**config.mk**
```make
export PLATFORM = sky130hd
export DESIGN_NAME = dbe_data_bank_eeprom_control
export DESIGN_NICKNAME = d
export VERILOG_FILES = /design/src/verilog/dbe_pkg.sv /design/src/verilog/dbe_data_bank_eeprom_control.sv
export VERILOG_INCLUDE_DIRS = /design/src /design/src/verilog
export SDC_FILE = /design/constraint.sdc
export NUM_CORES = 2
export LEC_CHECK = 0
export ABC_AREA = 0
export BUFFER_PORTS_ARGS = -buffer_cell sky130_fd_sc_hd__buf_2
export CORE_MARGIN = 3
export CORE_UTILIZATION = 25
export CTS_BUF_LIST = sky130_fd_sc_hd__clkbuf_16
export CTS_CLUSTER_DIAMETER = 30
export DETAILED_ROUTE_END_ITERATION = 16
export PLACE_DENSITY_LB_ADDON = 0.3
export SLEW_MARGIN = 20
export SYNTH_ARGS = -nofsm -noshare
export SYNTH_HDL_FRONTEND = slang
export SYNTH_SLANG_ARGS = --single-unit
```
**constraint.sdc**
```tcl
create_clock -name i_clk -period 3.1 [get_ports i_clk]
set_input_delay 0.465 -clock i_clk [delete_from_list [all_inputs] [get_ports i_clk]]
set_output_delay 0.465 -clock i_clk [all_outputs]
set_load 0.005 [all_outputs]
```
**src/verilog/dbe_defines.svh**
```systemverilog
`ifndef DBE_DEFINES_SVH
`define DBE_DEFINES_SVH
`define DBE_ADDR_BANK_SEL   8'hE8
`define DBE_ADDR_CTRL       8'hEA
`define DBE_BANK_TOP        8'h3F
`define DBE_BIT_RAM_PAGE2   4
`define DBE_BIT_NVM_PAGE1   1
`define DBE_BIT_NVM_PAGE0   0
`define DBE_BIT_STANDBY     6
`define DBE_BIT_ROW_START   3
`define DBE_BIT_ROW_MODE    2
`define DBE_BIT_BUSY        1
`define DBE_BIT_WR_ENABLE   0
`define DBE_CTRL_RESET      8'h00
`define DBE_ROW_BYTES       8
`define DBE_PROG_CYCLES     100
`endif

```
**src/verilog/dbe_pkg.sv**
```systemverilog
package dbe_pkg;
   typedef enum logic [1:0]
   {
      DBE_IDLE,
      DBE_PROG_BYTE,
      DBE_PROG_ROW
   } dbe_state_t;
endpackage : dbe_pkg

```
**src/verilog/dbe_data_bank_eeprom_control.sv**
```systemverilog
`timescale 1ns/1ps
`default_nettype none
`include "dbe_defines.svh"

// Function
// - bank bit 4 maps ram page 2, bit 1 nvm page 1, bit 0 nvm page 0
// - selected bank appears at data addresses 00h to 3Fh
// - bank register write-only at E8h, reads return nothing meaningful
// - reset leaves bank register unchanged and undefined
// - interrupts and calls never alter the bank register
// - standby bit 6 disables the eeprom and drops it to low power
// - with no eeprom bank selected, eeprom accesses do nothing
// - busy bit 1 set while programming; accesses then aborted, cycle completes
// - idle eeprom reads like any data location, same timing; in row mode the code returns 00 instead
// - write enable bit 0 needed before any eeprom write starts programming
// - byte mode writes program the addressed byte directly
// - while busy, control writes ignored, only busy readable
// - setting row mode bit 2 clears the eight row latches
// - row address latched on first write; other rows give errors
// - row is eight bytes sharing A7..A3, A2..A0 select byte
// - row start bit 3 programs only bytes written since row mode entry
// - end of programming clears row mode and row start bits
// - row start sets only with write enable and row mode set
// - clearing row mode before start discards the latches
module dbe_data_bank_eeprom_control
#(
   parameter int PROG_CYCLES = `DBE_PROG_CYCLES,
   parameter int ROW_BYTES   = `DBE_ROW_BYTES
)
(
   // clock and reset
   input  wire logic       i_clk,
   input  wire logic       i_resetn,
   // cpu data space
   input  wire logic [7:0] i_addr,
   input  wire logic       i_rd,
   input  wire logic       i_wr,
   input  wire logic [7:0] i_wdata,
   output logic      [7:0] o_rdata,
   output logic            o_rvalid,
   // bank decode towards data memories
   output logic            o_ram_page2_sel,
   output logic            o_nvm_error,
   output logic            o_nvm_power_down
);

   localparam int CW = $clog2(PROG_CYCLES + 1);

   logic [7:0]  data_bank_select;
   logic [7:0]  nvm_mem [0:127];
   logic        nvm_standby;
   logic        nvm_write_enable;
   logic        row_mode_enable;
   logic        row_program_start;
   logic        row_valid;
   logic [4:0]  row_addr;
   logic [7:0]  row_data [0:ROW_BYTES-1];
   logic [ROW_BYTES-1:0] row_used;
   logic [CW-1:0] prog_count;
   logic [6:0]  byte_addr;
   logic [7:0]  byte_data;
   dbe_pkg::dbe_state_t state;

   logic        in_bank;
   logic        nvm_sel;
   logic [6:0]  nvm_addr;
   logic        nvm_busy;
   logic        nvm_ok;
   logic        ctrl_wr;
   logic        row_hit;
   logic        start_ok;
   logic        prog_done;
   logic        row_miss;
   logic        row_load;

   function automatic logic [6:0] nvm_index(input logic [7:0] bank, input logic [7:0] a);
      nvm_index = {bank[`DBE_BIT_NVM_PAGE1], a[5:0]};
   endfunction : nvm_index

   assign in_bank   = (i_addr <= `DBE_BANK_TOP);
   // only a lone nvm page bit counts as a selection
   assign nvm_sel   = (data_bank_select == 8'h01) || (data_bank_select == 8'h02);
   assign nvm_addr  = nvm_index(data_bank_select, i_addr);
   assign nvm_busy  = (state != dbe_pkg::DBE_IDLE);
   assign nvm_ok    = in_bank && nvm_sel && !nvm_standby && !nvm_busy;
   assign ctrl_wr   = i_wr && (i_addr == `DBE_ADDR_CTRL) && !nvm_busy;
   assign row_hit   = !row_valid || (row_addr[3:0] == nvm_addr[6:3]);
   assign row_miss  = row_mode_enable && !row_hit;
   // last cycle of a programming run
   assign prog_done = (state != dbe_pkg::DBE_IDLE) && (prog_count == CW'(1));
   // a write that lands in the row latches instead of the cells
   assign row_load  = i_wr && nvm_ok && row_mode_enable && !row_program_start && row_hit;
   assign start_ok  = ctrl_wr && i_wdata[`DBE_BIT_ROW_START]
                      && i_wdata[`DBE_BIT_WR_ENABLE] && i_wdata[`DBE_BIT_ROW_MODE]
                      && row_mode_enable;
   assign o_ram_page2_sel  = in_bank && (data_bank_select == 8'h10);
   assign o_nvm_power_down = nvm_standby;

   // no reset on purpose: contents survive chip reset
   always_ff @(posedge i_clk)
   begin
      if (i_wr && (i_addr == `DBE_ADDR_BANK_SEL))
      begin
         data_bank_select <= i_wdata;
      end
   end

   // standby level
   always_ff @(posedge i_clk or negedge i_resetn)
   begin
      if (!i_resetn)
      begin
         nvm_standby <= 1'b0;
      end
      else if (ctrl_wr)
      begin
         nvm_standby <= i_wdata[`DBE_BIT_STANDBY];
      end
   end

   // programming enable
   always_ff @(posedge i_clk or negedge i_resetn)
   begin
      if (!i_resetn)
      begin
         nvm_write_enable <= 1'b0;
      end
      else if (ctrl_wr)
      begin
         nvm_write_enable <= i_wdata[`DBE_BIT_WR_ENABLE];
      end
   end

   // row mode, dropped by hardware when a row run ends
   always_ff @(posedge i_clk or negedge i_resetn)
   begin
      if (!i_resetn)
      begin
         row_mode_enable <= 1'b0;
      end
      else if (prog_done && state == dbe_pkg::DBE_PROG_ROW)
      begin
         row_mode_enable <= 1'b0;
      end
      else if (ctrl_wr)
      begin
         row_mode_enable <= i_wdata[`DBE_BIT_ROW_MODE];
      end
   end

   // row start, only taken with enable in the same write and row mode already set
   always_ff @(posedge i_clk or negedge i_resetn)
   begin
      if (!i_resetn)
      begin
         row_program_start <= 1'b0;
      end
      else if (prog_done && state == dbe_pkg::DBE_PROG_ROW)
      begin
         row_program_start <= 1'b0;
      end
      else if (ctrl_wr)
      begin
         row_program_start <= start_ok;
      end
   end

   // row latches
   always_ff @(posedge i_clk or negedge i_resetn)
   begin
      if (!i_resetn)
      begin
         row_valid <= 1'b0;
         row_addr  <= 5'h00;
         row_used  <= '0;
      end
      else if (ctrl_wr && (i_wdata[`DBE_BIT_ROW_MODE] && !row_mode_enable ||
                           !i_wdata[`DBE_BIT_ROW_MODE]))
      begin
         row_valid <= 1'b0;
         row_used  <= '0;
      end
      else if (prog_done && state == dbe_pkg::DBE_PROG_ROW)
      begin
         row_valid <= 1'b0;
         row_used  <= '0;
      end
      else if (row_load)
      begin
         row_valid <= 1'b1;
         // top bit unused: the nvm index is seven bits wide
         row_addr  <= {1'b0, nvm_addr[6:3]};
         row_used[nvm_addr[2:0]] <= 1'b1;
      end
   end

   always_ff @(posedge i_clk)
   begin
      if (row_load)
      begin
         row_data[nvm_addr[2:0]] <= i_wdata;
      end
   end

   // programming sequencer
   always_ff @(posedge i_clk or negedge i_resetn)
   begin
      if (!i_resetn)
      begin
         state      <= dbe_pkg::DBE_IDLE;
         prog_count <= '0;
      end
      else
      begin
         case (state)
            dbe_pkg::DBE_IDLE:
            begin
               if (start_ok)
               begin
                  state      <= dbe_pkg::DBE_PROG_ROW;
                  prog_count <= CW'(PROG_CYCLES);
               end
               else if (i_wr && nvm_ok && nvm_write_enable && !row_mode_enable)
               begin
                  state      <= dbe_pkg::DBE_PROG_BYTE;
                  prog_count <= CW'(PROG_CYCLES);
               end
            end
            dbe_pkg::DBE_PROG_BYTE,
            dbe_pkg::DBE_PROG_ROW:
            begin
               prog_count <= prog_count - CW'(1);
               if (prog_count == CW'(1))
               begin
                  state <= dbe_pkg::DBE_IDLE;
               end
            end
            default:
            begin
               state <= dbe_pkg::DBE_IDLE;
            end
         endcase
      end
   end

   // byte mode target, captured as the run starts
   always_ff @(posedge i_clk or negedge i_resetn)
   begin
      if (!i_resetn)
      begin
         byte_addr <= 7'h00;
         byte_data <= 8'h00;
      end
      else if (state == dbe_pkg::DBE_IDLE && !start_ok &&
               i_wr && nvm_ok && nvm_write_enable && !row_mode_enable)
      begin
         byte_addr <= nvm_addr;
         byte_data <= i_wdata;
      end
   end

   // cells are committed at the end of the cycle
   always_ff @(posedge i_clk)
   begin
      if (prog_count == CW'(1) && state == dbe_pkg::DBE_PROG_BYTE)
      begin
         nvm_mem[byte_addr] <= byte_data;
      end
      else if (prog_count == CW'(1) && state == dbe_pkg::DBE_PROG_ROW)
      begin
         for (int i = 0; i < ROW_BYTES; i++)
         begin
            if (row_used[i])
            begin
               nvm_mem[{row_addr[3:0], 3'(i)}] <= row_data[i];
            end
         end
      end
   end

   // read strobe, one cycle like any data location
   always_ff @(posedge i_clk or negedge i_resetn)
   begin
      if (!i_resetn)
      begin
         o_rvalid <= 1'b0;
      end
      else
      begin
         // a wrong-row access in row mode is an error, never data
         o_rvalid <= i_rd && ((nvm_ok && !row_miss) || i_addr == `DBE_ADDR_CTRL);
      end
   end

   // aborted or misdirected eeprom access
   always_ff @(posedge i_clk or negedge i_resetn)
   begin
      if (!i_resetn)
      begin
         o_nvm_error <= 1'b0;
      end
      else
      begin
         o_nvm_error <= (i_rd || i_wr) && in_bank && nvm_sel &&
                        (nvm_busy || nvm_standby || row_miss);
      end
   end

   // read data, held until the next read
   always_ff @(posedge i_clk or negedge i_resetn)
   begin
      if (!i_resetn)
      begin
         o_rdata <= 8'h00;
      end
      else
      begin
         if (i_rd && i_addr == `DBE_ADDR_CTRL)
         begin
            o_rdata <= {6'h00, nvm_busy, 1'b0};
         end
         else if (i_rd && nvm_ok && !row_mode_enable)
         begin
            o_rdata <= nvm_mem[nvm_addr];
         end
         else if (i_rd)
         begin
            o_rdata <= 8'h00;
         end
      end
   end

endmodule : dbe_data_bank_eeprom_control
`default_nettype wire

```
# After elaboration in Yosys (flattened, before gate mapping)
# Memories as Yosys holds them, arrays and structs flattened.
# Index checks and enable logic that the tools add are counted.
[classes]
add_sub_neg = 1
magnitude_cmp = 3
n_eq_ne = 11
n_mux = 61
bitwise_logic = 3
n_reduce_logical = 65
[ops]
columns = ["cell", "count"]
rows = [
  ["8-bit 2-to-1 mux", 7],
  ["1-bit 2-to-1 mux", 45],
  ["1-bit logical AND", 38],
  ["7-bit 2-to-1 mux", 3],
  ["8-bit == test, second input constant", 2],
  ["7-bit one-hot mux with 2 select lines", 1],
  ["1-bit zero test", 9],
  ["8-bit by 1-bit == test with 1-bit output, second input constant", 1],
  ["8-bit by 2-bit == test with 1-bit output, second input constant", 1],
  ["8-bit by 5-bit == test with 1-bit output, second input constant", 1],
  ["8-bit by 6-bit <= comparator with 1-bit output, second input constant", 1],
  ["8-bit bitwise OR", 1],
  ["8-bit OR reduction", 1],
  ["7-bit by 1-bit == test with 1-bit output, second input constant", 1],
  ["1-bit logical OR", 7],
  ["7-bit by 1-bit subtractor with 7-bit output, second input constant", 1],
  ["2-bit 2-to-1 mux", 3],
  ["2-bit nonzero test", 3],
  ["3-bit nonzero test", 2],
  ["4-bit == test", 1],
  ["3-bit by 4-bit < comparator with 1-bit output, second input constant", 1],
  ["2-bit one-hot mux with 2 select lines", 1],
  ["2-bit AND reduction", 2],
  ["1-bit demux with 3-bit select", 1],
  ["9 further kinds", 10],
]
[totals]
ff_bits = 59
ram_bits = 1088
in_bits = 20
output_inout_bits = 12
elab_cells = 161
mem_count = 2
[memory_table]
columns = ["memory", "depth", "width", "rd", "rd_ports_with_merged_regs", "wr", "line_no", "rtl"]
rows = [
  ["nvm_mem", 128, 8, 1, 0, 8, "dbe_data_bank_eeprom_control.sv:50", "logic [7:0] nvm_mem [0:127];"],
  ["row_data", 8, 8, 8, 0, 1, "dbe_data_bank_eeprom_control.sv:57", "logic [7:0] row_data [0:ROW_BYTES-1];"],
]

# Depth between registers and ports, before layout
[depth]
depth_word = 13
depth_mapped = 11
depth_no_buf = 8

# Worst setup path before layout
# OpenSTA, ideal clock, no wires.
[synth_timing]
path_kind = "input -> register"
startpoint = "input i_addr[4]"
endpoint = "memory row_data[1][0], enable pin"
setup_time_ns = 0.343
arrival_time_ns = 2.182
setup_slack_ns = 0.575
path_stages = 6
n_path_buf = 1
path_cell_list = "clkbuf_1 -> xor2_1 -> o41a_1 -> or4_4 -> or2_4 -> nor2_2"
[synth_via]
elab_chain_len = 10
elab_cells_between_ends = 12
classes_between = "order compare (1); eq/ne (1); mux (2); reduce/logical (8)"
[synth_lines]
columns = ["item", "line_no", "rtl"]
rows = [
  ["start, declared", "dbe_data_bank_eeprom_control.sv:35", "input wire logic [7:0] i_addr,"],
  ["8-bit by 6-bit <= comparator with 1-bit output (no line)", "n/a", ""],
  ["1-bit logical AND (3 in a row)", "dbe_data_bank_eeprom_control.sv:85", "assign nvm_ok = in_bank && nvm_sel && !nvm_standby && !nvm_busy;"],
  ["1-bit logical AND (3 in a row)", "dbe_data_bank_eeprom_control.sv:92", "assign row_load = i_wr && nvm_ok && row_mode_enable && !row_program_start && row_hit;"],
  ["1-bit logical AND *", "dbe_data_bank_eeprom_control.sv:92", ""],
  ["1-bit 2-to-1 mux *", "dbe_data_bank_eeprom_control.sv:199", "if (row_load)"],
  ["1-bit 2-to-1 mux (not written as such) *", "dbe_data_bank_eeprom_control.sv:201", "row_data[nvm_addr[2:0]] <= i_wdata;"],
  ["end, declared", "dbe_data_bank_eeprom_control.sv:57", ""],
]
# Every way passes the cells marked *; elsewhere a longest branch is shown, timed or not.

==> impl_metrics.csv <==
group,metric,value,unit
run_status,outcome,"finished, final reports clean",
power_and_ir_drop,power_density,655,nW/um^2
sta,worst_slew_pin_slew,1.17,ns
global_route,antenna_found_initial,20,
sta,max-slew-margin-rel,22.3,%
worst_setup_path,r2r_start,"prog_count[4]",
finish,fillers,22143,
sta,fmax,0.346,GHz
clock_tree,htree_levels,5,
clock_tree,clk_pin_slew,0.04,ns
die,num_rows,175,
drt,finalWirelength,233000,um
yosys,synth_ff_type,"edfxtp_1",
global_route,globalRouteOverflowTotal,0,
drt,wl_per_cell,31.8,um
global_route,grt_max_degree,72,
clock_tree,cts_buffers,298,
worst_setup_path,end_kind,"register",
finish,seqCellArea,34200,sq um
worst_setup_path,cp.arrival,3.45,ns
worst_setup_path,start_kind,"register",
clock_tree,clk_latency,0.91,ns
finish,layout_common_cells,"1096 x edfxtp_1, 1051 x mux2_2, 444 x buf_4, 306 x clkbuf_16, 234 x mux4_2",
die,dieArea,236000,sq um
finish,syn_to_final_growth,29.3,%
yosys,synth_fp_nets,3623,
hold_path,hold_depth,3,
yosys,yosys_warnings,0,
hold_path,hold_start,"i_wdata[0]",
clock_tree,cts_buffer_depth,4,
sta,rsz0062_at_grt,"no",
power_and_ir_drop,p_leak,30.3,nW
drt,drt_pass1_iterations,5,
finish,drive_above_1_share,52.5,%
sta,hold_violations,0,
placement,detailed_place_hpwl,150000,um
worst_setup_path,cp_max_fo,16,
clock_tree,post_cts_resized,0,
drt,drc_errors,0,
sta,setup_tns,0,ns
finish,final_common_cell,"edfxtp_1",
finish,multi_input_area,21900,sq um
yosys,synth-seq-cells,1147,
worst_setup_path,rr_worst_depth,9,
placement,io_buffer_count,31,
sta,finalCritPeriodShare,93.3,%
yosys,synth_edf_count,1096,
clock_tree,cts-root-buf,"clkbuf_16",
clock_tree,cts_sinks,1147,
die,core_region_area,228000,sq um
drt,via_per_inst,5.24,
die,ios,32,
placement,pre_cts_ws,0.0539,ns
clock_tree,cts_tree,"built",
sta,setup_viol,0,
drt,vias,38492,
finish,utilization,32.6,%
yosys,synthArstFlopShare,4.45,%
yosys,synth_area_per_cell,16.0,sq um
finish,nNetsFinal,4134,
global_route,grt_util_all_layers,19.3,%
worst_setup_path,rrSetupSlack,0.21,ns
worst_setup_path,critPathKind,"reg2reg",
drt,drtIter0Drc,4896,
placement,gp_congestion,0.978,
clock_tree,cts_setup_buffers,0,
die,die_w,486,um
flow_run,maxCapViolations,0,
die,initial_core_util,25.2,%
hold_path,min_path_type,"in2reg",
drt,ant_nets,0,
sta,fin_ws,0.209,ns
yosys,synth_cell_types,64,
sta,clock_skew,0.0668,ns
global_route,grt_pass1_wl,320000,um
worst_setup_path,worstPathRequired,3.66,ns
power_and_ir_drop,p_total,48.7,mW
power_and_ir_drop,peakVddDrop,0.456,mV
global_route,grt_pass1_vias,38521,
yosys,syn_inst,3597,
sta,layout_min_cycle_time,2.89,ns
yosys,synth_area,57500,sq um
hold_path,min_to,"byte_data[0]",
die,die_h,486,um
yosys,yosysSeqAreaShare,59.5,%
worst_setup_path,r2r_end,"nvm_mem[43][7]",
sta,drv_slew,0,
==> cells in the mapped netlist (all sizes together) (2+ instances only) <==
library cell,number,share of area [%]
clkinv,2,0.013
ha,6,0.13
o21a,8,0.10
or4,3,0.046
nor2,48,0.33
nand3b,7,0.091
nand4,10,0.11
o221ai,8,0.12
a31oi,10,0.12
and2,11,0.12
nor2b,21,0.23
o21ai,161,1.4
nand4b,2,0.030
mux2i,65,1.1
mux4,234,9.2
dfrtp,51,2.2
nand3,28,0.24
nor3b,6,0.078
buf,90,0.84
or3,3,0.033
and4,3,0.046
nor3,27,0.25
a32oi,2,0.030
o311ai,7,0.11
inv,10,0.065
o211ai,3,0.039
nor4,10,0.14
nand2,228,1.5
and3,3,0.033
xor2,5,0.076
or2,5,0.059
a211oi,13,0.17
mux2,1051,21
o32ai,2,0.030
o221a,7,0.14
a22oi,26,0.34
a22o,6,0.091
a21oi,39,0.34
nand2b,14,0.15
o22ai,28,0.30
clkbuf,223,1.5
edfxtp,1096,57
a2111oi,5,0.076
==> per-layer routing <==
metal  GRT usage, %  share of wire, %  vias to the layer above
li1               -                 -                    15473
met1           25.5                41                    20527
met2           30.9                47                     2037
met3           3.79               7.8                      449
met4           8.08               3.9                        6
met5              0             0.014                        -
==> what timing repair did <==
item	4_1_cts	5_1_grt
hold buffers	11	0
setup endpoints to repair	0	0
hold endpoints to repair	79	0
==> worst max path at each step <==
stage | start | end | slack (ns) | cells past startpoint
after floorplan | i_addr[4] | row_data[1][0] | 0.58 | 6
after global placement | i_addr[2] | o_rdata[1] | 0.13 | 9
after detailed placement | prog_count[4] | nvm_mem[9][4] | 0.05 | 7
after CTS | prog_count[4] | nvm_mem[101][7] | 0.06 | 7
after global routing | prog_count[4] | nvm_mem[43][7] | 0.06 | 9
final | prog_count[4] | nvm_mem[43][7] | 0.21 | 9
==> state kept, by name, indices dropped and copies added, names as in the netlist, 2 cells and up <==
signal            cells
byte_data             8
byte_addr             7
prog_count            7
data_bank_select      8
o_rdata               8
state                 2
row_addr              4
row_used              8
nvm_mem            1024
row_data             64
==> kinds of logic (layout without fill, tap and decap cells) <==
group,Yosys count,count (layout),synth area share (%)
and+or+nand+nor,430,430,3.50
muxes,1350,1350,30.9
adders and majority gates,6,6,0.131
DFF,1147,1147,59.5
other,0,11,0
AOI/OAI and AO/OA,334,334,3.55
xor gates and xnor gates,5,5,0.0762
buffers and inverters,325,1052,2.38
==> worst max-delay path, stage by stage, from the launching register on <==
cell     delay (ns)
dfrtp_1        0.41
nor3_1         0.28
nand4_1        0.18
nor2_1         0.13
buf_4          0.18
and2_1         0.19
buf_12         0.20
nand2_1        0.38
o21ai_0        0.30
buf_4          0.26
==> layout make-up <==
class / count / share of cell area, %
Antenna cell: 11 / 0.0370
Sequential cell: 1147 / 46.0
Multi-Input combinational cell: 2125 / 29.5
Timing Repair Buffer: 524 / 5.91
Inverter: 12 / 0.0606
Clock buffer: 306 / 10.3
Tap cell: 3009 / 5.07
Clock inverter: 210 / 3.05
==> power by group <==
group	leakage (nW)	internal (mW)	total, mW	switching, mW
Sequential	13.2	16.8	16.8	0.00832
Clock	4.93	21.5	31.0	9.41
Combinational	12.1	0.342	0.914	0.572
==> per-stage QoR <==
| step | instance area (sq um) | hold WS (ns) | cells |
|---|---|---|---|
| after detailed placement | 64200 | 0.472 | 6804 |
| after CTS | 74200 | 0.0124 | 7331 |
| final | 74300 | 0.0637 | 7344 |
| after floorplan | 57500 | 0.169 | 3597 |
| after global placement | 64200 | 0.465 | 6803 |
| after global routing | 74300 | 0.0592 | 7333 |
No activity file was read; power rests on OpenSTA's default activity.
